[src/hw/dpgs_pkg.sv]
package dpgs_pkg;

    // ------------------------------------------------------------
    // register map
    // ------------------------------------------------------------
    localparam logic [4:0]  PD_VOL_ADDR    = 5'h09;
    localparam logic [4:0]  GAIN_STAT_ADDR = 5'h0a;
    localparam logic [4:0]  PD_NV_ADDR     = 5'h19;
    localparam logic [4:0]  GAIN_NV_ADDR   = 5'h1a;

    // ------------------------------------------------------------
    // field layout
    // ------------------------------------------------------------
    localparam int          PD_LSB         = 0;
    localparam int          PD_W           = 2;
    localparam int          GAIN_LSB       = 8;
    localparam int          POR_BIT        = 7;
    localparam int          NVWA_BIT       = 6;
    localparam logic [3:0]  PD_MASK_SINGLE = 4'h3;
    localparam logic [3:0]  PD_MASK_DUAL   = 4'hf;
    localparam logic [1:0]  GAIN_MASK_SGL  = 2'h1;
    localparam logic [1:0]  GAIN_MASK_DUAL = 2'h3;

    // ------------------------------------------------------------
    // reset values and encodings
    // ------------------------------------------------------------
    localparam logic [3:0]  PD_RESET       = 4'h0;
    localparam logic [1:0]  GAIN_RESET     = 2'h0;
    localparam logic [15:0] RDATA_RESET    = 16'h0000;
    localparam logic [1:0]  PD_NORMAL      = 2'b00;
    localparam logic [1:0]  PD_PULL_1K     = 2'b01;
    localparam logic [1:0]  PD_PULL_100K   = 2'b10;
    localparam logic [1:0]  PD_OPEN        = 2'b11;
    localparam logic [1:0]  LOCK_NONE      = 2'b00;
    localparam logic [1:0]  LOCK_ALL       = 2'b11;

    // ------------------------------------------------------------
    // timing
    // ------------------------------------------------------------
    localparam int          CLK_PERIOD_NS  = 25;
    localparam int          NV_WRITE_NS    = 100000;
    localparam int          NV_WRITE_CYC   = NV_WRITE_NS / CLK_PERIOD_NS;
    localparam int          NV_CNT_W       = 12;

    typedef enum logic [1:0] {
        DPGS_LOAD,
        DPGS_RUN,
        DPGS_ERR
    } dpgs_state_t;

endpackage

[src/hw/dpgs_regs.sv]
`timescale 1ns/100ps
// Function
// - power-down control registers at volatile 09h and nonvolatile 19h
// - power-down field bits 1-0 single, 3-0 dual; channel 0 low pair
// - field 00 runs normally, 11 powers down with output open
// - field 10 powers down with 100k pull-down, 01 with 1k
// - volatile gain plus status register at 0Ah
// - gain select bit 8 channel 0, bit 9 channel 1; one doubles
// - reset-event flag bit 7 set by power-on or brown-out reset
// - any read of gain/status register clears reset-event flag
// - read-only bit 6 shows a nonvolatile write in progress
// - during nonvolatile write only volatile commands accepted
// - nonvolatile gain register at 1Ah, same gain bit layout
// - unimplemented bits, single-part channel 1 fields, read zero
// - volatile configuration writable when only nonvolatile locked
// - bad command or address errors until frame ends
module dpgs_regs
    import dpgs_pkg::*;
#(
    parameter bit DUAL = 1'b1
)
(
    input  wire logic        sys_clk,
    input  wire logic        rst,
    input  wire logic        cmd_valid,
    input  wire logic        cmd_write,
    input  wire logic [4:0]  cmd_addr,
    input  wire logic [15:0] cmd_wdata,
    input  wire logic        cmd_frame_end,
    input  wire logic [1:0]  lock_config_bits,
    output logic             cmd_ready,
    output logic             cmd_done,
    output logic             cmd_error,
    output logic      [15:0] cmd_rdata,
    output logic      [3:0]  channel_power_down_select,
    output logic             ch0_gain_select,
    output logic             ch1_gain_select,
    output logic             nv_write_active_flag,
    output logic      [1:0]  out_drive_en,
    output logic      [1:0]  out_pull_1k,
    output logic      [1:0]  out_pull_100k,
    output logic      [1:0]  out_gain_x2
);

    localparam logic [3:0] PD_MASK   = DUAL ? PD_MASK_DUAL : PD_MASK_SINGLE;
    localparam logic [1:0] GAIN_MASK = DUAL ? GAIN_MASK_DUAL : GAIN_MASK_SGL;

    typedef struct packed {
        dpgs_state_t state;
        logic [3:0]  pd;
        logic [1:0]  gain;
        logic        por;
        logic        done;
        logic        err;
        logic [15:0] rdata;
    } dpgs_regs_t;

    dpgs_regs_t s_q;
    dpgs_regs_t s_d;

    logic       nv_busy;
    logic [3:0] nv_pd;
    logic [1:0] nv_gain;
    logic       nv_wr_pd;
    logic       nv_wr_gain;

    // ------------------------------------------------------------
    // address decode and read word helpers
    // ------------------------------------------------------------
    function automatic logic addr_known(input logic [4:0] a);
        return (a == PD_VOL_ADDR) || (a == GAIN_STAT_ADDR) ||
               (a == PD_NV_ADDR)  || (a == GAIN_NV_ADDR);
    endfunction

    function automatic logic addr_is_nv(input logic [4:0] a);
        return (a == PD_NV_ADDR) || (a == GAIN_NV_ADDR);
    endfunction

    function automatic logic [15:0] pd_word(input logic [3:0] v);
        return {12'h000, v & PD_MASK};
    endfunction

    function automatic logic [15:0] gain_word(input logic [1:0] v);
        logic [15:0] w;
        w = 16'h0000;
        w[GAIN_LSB +: 2] = v & GAIN_MASK;
        return w;
    endfunction

    // ------------------------------------------------------------
    // command acceptance
    // ------------------------------------------------------------
    logic cmd_take;
    logic bad_cmd;
    logic wr_ok;
    logic vol_locked;
    logic nv_locked;

    // only all-locked blocks volatile config, keeps power-down usable
    assign vol_locked = (lock_config_bits == LOCK_ALL);
    assign nv_locked  = (lock_config_bits != LOCK_NONE);
    assign cmd_ready  = (s_q.state == DPGS_RUN);
    assign cmd_take   = cmd_valid && cmd_ready;

    // unknown address, nonvolatile access while writing, locked write
    always_comb
    begin
        bad_cmd = !addr_known(cmd_addr);
        if (addr_is_nv(cmd_addr) && nv_busy)
        begin
            bad_cmd = 1'b1;
        end
        if (cmd_write && addr_is_nv(cmd_addr) && nv_locked)
        begin
            bad_cmd = 1'b1;
        end
        if (cmd_write && !addr_is_nv(cmd_addr) && vol_locked)
        begin
            bad_cmd = 1'b1;
        end
    end

    assign wr_ok      = cmd_take && cmd_write && !bad_cmd;
    assign nv_wr_pd   = wr_ok && (cmd_addr == PD_NV_ADDR);
    assign nv_wr_gain = wr_ok && (cmd_addr == GAIN_NV_ADDR);

    // ------------------------------------------------------------
    // next state
    // ------------------------------------------------------------
    always_comb
    begin
        s_d      = s_q;
        s_d.done = 1'b0;
        s_d.err  = 1'b0;
        case (s_q.state)
            DPGS_LOAD:
            begin
                // recall before any command can see the old defaults
                s_d.pd    = nv_pd & PD_MASK;
                s_d.gain  = nv_gain & GAIN_MASK;
                s_d.state = DPGS_RUN;
            end
            DPGS_RUN:
            begin
                if (cmd_take && bad_cmd)
                begin
                    s_d.err   = 1'b1;
                    s_d.state = DPGS_ERR;
                end
                else if (cmd_take)
                begin
                    s_d.done = 1'b1;
                    if (cmd_write)
                    begin
                        if (cmd_addr == PD_VOL_ADDR)
                        begin
                            s_d.pd = cmd_wdata[PD_LSB +: 4] & PD_MASK;
                        end
                        if (cmd_addr == GAIN_STAT_ADDR)
                        begin
                            // status bits 7 and 6 ignore writes
                            s_d.gain = cmd_wdata[GAIN_LSB +: 2]
                                       & GAIN_MASK;
                        end
                    end
                    else
                    begin
                        case (cmd_addr)
                            PD_VOL_ADDR:
                                s_d.rdata = pd_word(s_q.pd);
                            PD_NV_ADDR:
                                s_d.rdata = pd_word(nv_pd);
                            GAIN_NV_ADDR:
                                s_d.rdata = gain_word(nv_gain);
                            GAIN_STAT_ADDR:
                            begin
                                s_d.rdata = gain_word(s_q.gain);
                                s_d.rdata[POR_BIT]  = s_q.por;
                                s_d.rdata[NVWA_BIT] = nv_busy;
                                s_d.por = 1'b0;
                            end
                            default:
                                s_d.rdata = RDATA_RESET;
                        endcase
                    end
                end
            end
            DPGS_ERR:
            begin
                // stuck until the host ends the frame
                if (cmd_frame_end)
                begin
                    s_d.state = DPGS_RUN;
                end
            end
            default:
            begin
                s_d.state = DPGS_LOAD;
            end
        endcase
    end

    // ------------------------------------------------------------
    // state register; reset stands for the power-on/brown-out event
    // ------------------------------------------------------------
    always_ff @(posedge sys_clk or posedge rst)
    begin
        if (rst)
        begin
            s_q.state <= DPGS_LOAD;
            s_q.pd    <= PD_RESET;
            s_q.gain  <= GAIN_RESET;
            s_q.por   <= 1'b1;
            s_q.done  <= 1'b0;
            s_q.err   <= 1'b0;
            s_q.rdata <= RDATA_RESET;
        end
        else
        begin
            s_q <= s_d;
        end
    end

    // ------------------------------------------------------------
    // submodules
    // ------------------------------------------------------------
    dpgs_nv_store u_nv (
        .sys_clk     (sys_clk),
        .rst         (rst),
        .wr_pd       (nv_wr_pd),
        .wr_gain     (nv_wr_gain),
        .wr_pd_val   (cmd_wdata[PD_LSB +: 4] & PD_MASK),
        .wr_gain_val (cmd_wdata[GAIN_LSB +: 2] & GAIN_MASK),
        .nv_pd       (nv_pd),
        .nv_gain     (nv_gain),
        .busy        (nv_busy)
    );

    dpgs_out_decode u_dec (
        .pd_sel        (s_q.pd),
        .gain_sel      (s_q.gain),
        .out_drive_en  (out_drive_en),
        .out_pull_1k   (out_pull_1k),
        .out_pull_100k (out_pull_100k),
        .out_gain_x2   (out_gain_x2)
    );

    // ------------------------------------------------------------
    // outputs
    // ------------------------------------------------------------
    assign cmd_done                  = s_q.done;
    assign cmd_error                 = s_q.err;
    assign cmd_rdata                 = s_q.rdata;
    assign channel_power_down_select = s_q.pd;
    assign ch0_gain_select           = s_q.gain[0];
    assign ch1_gain_select           = s_q.gain[1];
    assign nv_write_active_flag      = nv_busy;

    // ------------------------------------------------------------
    // checks
    // ------------------------------------------------------------
    a_pd_vol_write: assert property (@(posedge sys_clk) disable iff (rst)
        cmd_take && cmd_write && !bad_cmd && cmd_addr == PD_VOL_ADDR
        |=> channel_power_down_select == ($past(cmd_wdata[3:0]) & PD_MASK))
        else $error("volatile power-down write not applied");

    a_pd_mask_zero: assert property (@(posedge sys_clk) disable iff (rst)
        (channel_power_down_select & ~PD_MASK) == 4'h0)
        else $error("power-down bits set outside channel fields");

    a_open_circuit: assert property (@(posedge sys_clk) disable iff (rst)
        channel_power_down_select[1:0] == PD_OPEN |->
        !out_drive_en[0] && !out_pull_1k[0] && !out_pull_100k[0])
        else $error("open circuit mode drives or loads output");

    a_pull_select: assert property (@(posedge sys_clk) disable iff (rst)
        out_pull_100k[0] == (channel_power_down_select[1:0] == PD_PULL_100K)
        && out_pull_1k[0] == (channel_power_down_select[1:0] == PD_PULL_1K))
        else $error("pull-down selection mismatch");

    a_gain_read: assert property (@(posedge sys_clk) disable iff (rst)
        cmd_take && !cmd_write && cmd_addr == GAIN_STAT_ADDR
        |=> cmd_rdata[GAIN_LSB +: 2] == {ch1_gain_select, ch0_gain_select})
        else $error("gain bits read back wrong");

    a_por_clear: assert property (@(posedge sys_clk) disable iff (rst)
        cmd_take && !cmd_write && cmd_addr == GAIN_STAT_ADDR
        |=> !s_q.por ##1 !s_q.por)
        else $error("reset-event flag not cleared by read");

    a_nvwa_read: assert property (@(posedge sys_clk) disable iff (rst)
        cmd_take && !cmd_write && cmd_addr == GAIN_STAT_ADDR
        |=> cmd_rdata[NVWA_BIT] == $past(nv_busy))
        else $error("write-active bit does not show write state");

    a_nv_busy_err: assert property (@(posedge sys_clk) disable iff (rst)
        cmd_take && nv_busy && addr_is_nv(cmd_addr)
        |=> cmd_error && !cmd_done ##1 !cmd_ready)
        else $error("nonvolatile access accepted during write");

    a_unused_zero: assert property (@(posedge sys_clk) disable iff (rst)
        cmd_rdata[15:10] == 6'h00 && cmd_rdata[5:4] == 2'h0)
        else $error("unimplemented bits read nonzero");

    a_vol_unlock: assert property (@(posedge sys_clk) disable iff (rst)
        cmd_take && cmd_write && cmd_addr == PD_VOL_ADDR
        && lock_config_bits != LOCK_ALL |=> cmd_done)
        else $error("volatile config write refused while permitted");

    a_bad_addr: assert property (@(posedge sys_clk) disable iff (rst)
        cmd_take && !addr_known(cmd_addr) |=> cmd_error ##1 !cmd_ready)
        else $error("unmapped address not flagged");

    a_recall: assert property (@(posedge sys_clk)
        $fell(rst) |=> channel_power_down_select == (nv_pd & PD_MASK))
        else $error("power-down not recalled after reset");

endmodule // dpgs_regs

[src/hw/dpgs_nv_store.sv]
`timescale 1ns/100ps
module dpgs_nv_store
    import dpgs_pkg::*;
(
    input  wire logic       sys_clk,
    input  wire logic       rst,
    input  wire logic       wr_pd,
    input  wire logic       wr_gain,
    input  wire logic [3:0] wr_pd_val,
    input  wire logic [1:0] wr_gain_val,
    output logic      [3:0] nv_pd,
    output logic      [1:0] nv_gain,
    output logic            busy
);

    typedef struct packed {
        logic [3:0]          pd;
        logic [1:0]          gain;
        logic                busy;
        logic [NV_CNT_W-1:0] cnt;
    } dpgs_nv_t;

    // blank array reads as zero until first programmed; reset keeps it
    dpgs_nv_t s_q = '{pd: PD_RESET, gain: GAIN_RESET, busy: 1'b0, cnt: '0};
    dpgs_nv_t s_d;

    // ------------------------------------------------------------
    // write cycle timer
    // ------------------------------------------------------------
    // content lands at once, busy models the cell programming time
    always_comb
    begin
        s_d = s_q;
        if (s_q.busy)
        begin
            if (s_q.cnt == NV_CNT_W'(NV_WRITE_CYC - 1))
            begin
                s_d.busy = 1'b0;
                s_d.cnt  = '0;
            end
            else
            begin
                s_d.cnt = s_q.cnt + NV_CNT_W'(1);
            end
        end
        else if (wr_pd || wr_gain)
        begin
            s_d.busy = 1'b1;
            if (wr_pd)
            begin
                s_d.pd = wr_pd_val;
            end
            if (wr_gain)
            begin
                s_d.gain = wr_gain_val;
            end
        end
    end

    // content survives reset: it stands for the nonvolatile array
    always_ff @(posedge sys_clk or posedge rst)
    begin
        if (rst)
        begin
            s_q.busy <= 1'b0;
            s_q.cnt  <= '0;
        end
        else
        begin
            s_q <= s_d;
        end
    end

    assign nv_pd   = s_q.pd;
    assign nv_gain = s_q.gain;
    assign busy    = s_q.busy;

endmodule // dpgs_nv_store

[src/hw/dpgs_out_decode.sv]
`timescale 1ns/100ps
module dpgs_out_decode
    import dpgs_pkg::*;
(
    input  wire logic [3:0] pd_sel,
    input  wire logic [1:0] gain_sel,
    output logic      [1:0] out_drive_en,
    output logic      [1:0] out_pull_1k,
    output logic      [1:0] out_pull_100k,
    output logic      [1:0] out_gain_x2
);

    // ------------------------------------------------------------
    // per channel output stage control
    // ------------------------------------------------------------
    // open circuit is the case where none of the drive and pull controls is high
    for (genvar ch = 0; ch < 2; ch++)
    begin : g_ch
        logic [1:0] sel;
        assign sel               = pd_sel[ch*PD_W +: PD_W];
        assign out_drive_en[ch]  = (sel == PD_NORMAL);
        assign out_pull_100k[ch] = (sel == PD_PULL_100K);
        assign out_pull_1k[ch]   = (sel == PD_PULL_1K);
        assign out_gain_x2[ch]   = gain_sel[ch];
    end

endmodule // dpgs_out_decode

[config.mk]
export PLATFORM = sky130hd
export DESIGN_NAME = dpgs_regs
export DESIGN_NICKNAME = d
export VERILOG_FILES = /design/src/hw/dpgs_pkg.sv /design/src/hw/dpgs_regs.sv /design/src/hw/dpgs_nv_store.sv /design/src/hw/dpgs_out_decode.sv
export SDC_FILE = /design/constraint.sdc
export NUM_CORES = 1
export LEC_CHECK = 0
export ABC_AREA = 0
export BUFFER_PORTS_ARGS = -buffer_cell sky130_fd_sc_hd__buf_2
export CELL_PAD_IN_SITES_DETAIL_PLACEMENT = 0
export CELL_PAD_IN_SITES_GLOBAL_PLACEMENT = 2
export CORE_UTILIZATION = 29
export DETAILED_ROUTE_END_ITERATION = 8
export GPL_ROUTABILITY_DRIVEN = 0
export MAX_ROUTING_LAYER = met4
export PLACE_DENSITY = 0.78
export REMOVE_ABC_BUFFERS = 1
export SKIP_CTS_REPAIR_TIMING = 1
export SLEW_MARGIN = 30
export SYNTH_ARGS = -nofsm -noshare
export SYNTH_HDL_FRONTEND = slang
export SYNTH_SLANG_ARGS = --single-unit
[constraint.sdc]
create_clock -name sys_clk -period 1.75 [get_ports sys_clk]
set_clock_uncertainty 0.1 [all_clocks]
set_input_delay 0.525 -clock sys_clk [delete_from_list [all_inputs] [get_ports sys_clk]]
set_output_delay 0.525 -clock sys_clk [all_outputs]
set_load 0.01 [all_outputs]
==> results.cfg <==
[status]
outcome = complete, but fails checks
violations = setup timing

[yosys]
synth_area_per_cell_um2 = 10.7
synth_cell_types = 47
synth_seq_area_share_pct = 46.4
synth_edf_count = 6
synth_flop_cell = dfrtp_1
syn-instance-count = 198
synth-seq-cells = 38
synth_async_sr_flop_share_pct = 84.2
yosysTopAreaCell = dfrtp_1
synth_common_cells = dfrtp_1 (31), buf_4 (23), nor2_1 (23), nand2_1 (12), a21oi_1 (10)
yosysTopAreaCellShare_pct = 36.7
yosys_warnings = 0
netlist_area_um2 = 2120
ys_top_cells_by_area = dfrtp_1 (37%), edfxtp_1 (8.5%), buf_4 (8.2%)
synth.most_common_cell = dfrtp_1

[global_route]
grt_pass1_vias = 1561
grt.total_usage_pct = 13.2
antenna_found_initial = 0
grt_pass1_wl_um = 7440
grt_max_degree = 25
globalRouteOverflowTotal = 0

[power]
p_leak_nw = 1.24
powerDensity_nw_per_um2 = 1130
ir_drop_mv = 0.514

[floorplan]
pin_count = 62
rows = 30
fp.dieH_um = 87.4
core-area_um2 = 6910
die_w_um = 87.4
initial_utilization_pct = 30.6
die-area_um2 = 7640

[worst_setup_path]
worstSetupEndpointType = output port
cpPeakStageDelay_ps = 400
cp_top_family = flip-flops
worstPathMaxFanout = 4
crit_arrival_ps = 1240
worstPathRequired_ps = 1120
slowest_stage = dfrtp_1
start_kind = flip-flop
crit_chain = buf_6 -> or2b_1 -> inv_1 -> buf_2
crit_buf_inv = 3
critPathKind = flip-flop to output port

[final_layout]
layout.nets = 292
final_util_pct = 38.6
drive_gt1_share_pct = 37.5
multi_input_area_um2 = 957
fin_area_um2 = 2670
nFillCells = 732
diodes = 0
synthToLayoutAreaGrowth_pct = 26.0
register_area_um2 = 982

[timing]
fmax_mhz = 537
finalHoldViolCount = 0
rsz0062_at_grt = yes
setup_violations = 15
period_needed_ps = 1860
holdWs_ps = 142
fin_ws_ps = -112
drv_slew = 0
layout_worst_path_cycle_share_pct = 106
tns_ps = -844

[detailed_routing]
wl_per_cell_um = 12.9
vias = 1605
drt_iter0_drc = 61
drt-total-wl_um = 4640
antenna_left = 0
via_per_inst = 4.46
firstDrtPassIters = 4
post-route-drc-count = 0

[cts]
cts.sinks = 38
clk_pin_slew_ps = 70
cts_buffer_depth = 2
clk_latency_ps = 290
cts_tree = built
cts-htree-levels = 2
cts_buffers = 5
cts_root_buffer = clkbuf_8

[min_path]
worstHoldPathType = input pin to asynchronous set/reset pin

[placed_design]
dpl-instance-area_um2 = 2490
portBuffers = 43
dp_hpwl_um = 3540

[run]
maxCapViolCount = 0
sequential cells by signal (all words and copies together), names as in the netlist, 2 cells and up:
register,flops
u_nv.s_q,12
cmd_rdata,8
channel_power_down_select,4
u_nv.nv_pd,4
s_q,3
u_nv.nv_gain,2
through the flow:
step | power, mW | setup WS [ps] | std cells
2_1_floorplan | 1.87 | -437 | 179
3_3_place_gp | 2.36 | -366 | 344
3_5_place_dp | 2.38 | -405 | 344
4_1_cts | 2.97 | -174 | 352
5_1_grt | 3.25 | -174 | 360
6_report | 3.02 | -112 | 360
path summary, 6_finish.rpt:
check / startpoint / end / slack, ps / cells past startpoint
worst min register to register: s_q[18]$_DFFE_PP1P_ / s_q[18]$_DFFE_PP1P_ / 390 / 1
max in group asynchronous: rst / s_q[18]$_DFFE_PP1P_ / 1040 / 3
worst min-delay path: rst / u_nv.s_q[8]$_DFFE_PP0P_ / 140 / 3
worst max register to register: s_q[26]$_DFFE_PP0P_ / u_nv.nv_pd[0]$_DFFE_PP_ / -80 / 7
worst max-delay path: s_q[25]$_DFFE_PP0P_ / cmd_ready / -110 / 4
min in group sys_clk: cmd_wdata[2] / u_nv.nv_pd[2]$_DFFE_PP_ / 330 / 1
kinds of logic after synthesis:
group | Yosys count | share of synthesized area [%]
and+or+nand+nor | 68 | 17.6
adders and majority gates | 2 | 1.12
DFF | 38 | 46.4
buffers and inverters | 31 | 9.94
muxes | 15 | 8.58
xor gates and xnor gates | 6 | 2.48
AOI/OAI and AO/OA | 37 | 13.7
other | 1 | 0.177
final cells by class:
cell class / instances / share of cell area [%]
Sequential cell: 38 / 36.9
Clock buffer: 5 / 2.58
Inverter: 5 / 0.704
Tap cell: 96 / 4.51
Timing Repair Buffer: 77 / 18.8
Clock inverter: 3 / 0.610
Multi-Input combinational cell: 136 / 35.9
report_power, final:
part | leakage [nW] | switching, mW | total, mW | internal, mW
combinational | 0.725 | 0.590 | 1.20 | 0.610
sequential | 0.469 | 0.175 | 1.25 | 1.07
clock | 0.0416 | 0.301 | 0.574 | 0.272
cells in the final DEF, fill, tap and decap left out, types with 3 or more instances in the layout:
cell type / count
a21oi_1: 10
a32oi_1: 6
and2_1: 4
buf_2: 43
buf_4: 28
buf_6: 5
clkbuf_8: 5
conb_1: 8
dfrtp_1: 31
edfxtp_1: 6
inv_1: 5
mux2_4: 6
mux2i_1: 8
nand2_1: 12
nand3_1: 4
nand4_1: 4
nand4bb_1: 3
nor2_1: 22
nor2b_1: 6
o21ai_0: 6
xnor2_1: 4
metal layers:
| layer | share of wire [%] | GRT usage (%) | routed length [um] |
|---|---|---|---|
| met1 | 49 | 17.8 | 2280 |
| met2 | 46 | 19.3 | 2140 |
| met3 | 3.1 | 2.75 | 145 |
| met4 | 1.6 | 4.92 | 74 |
| met5 | 0 | - | 0 |
worst register-to-register path, delay by kind of cell (launching register included):
kind / cells / cell delay, ps
buf+inv: 3 / 470
simple gates: 3 / 350
flops: 1 / 400
compound gates: 1 / 240
Power figures use the tool's default switching activity.
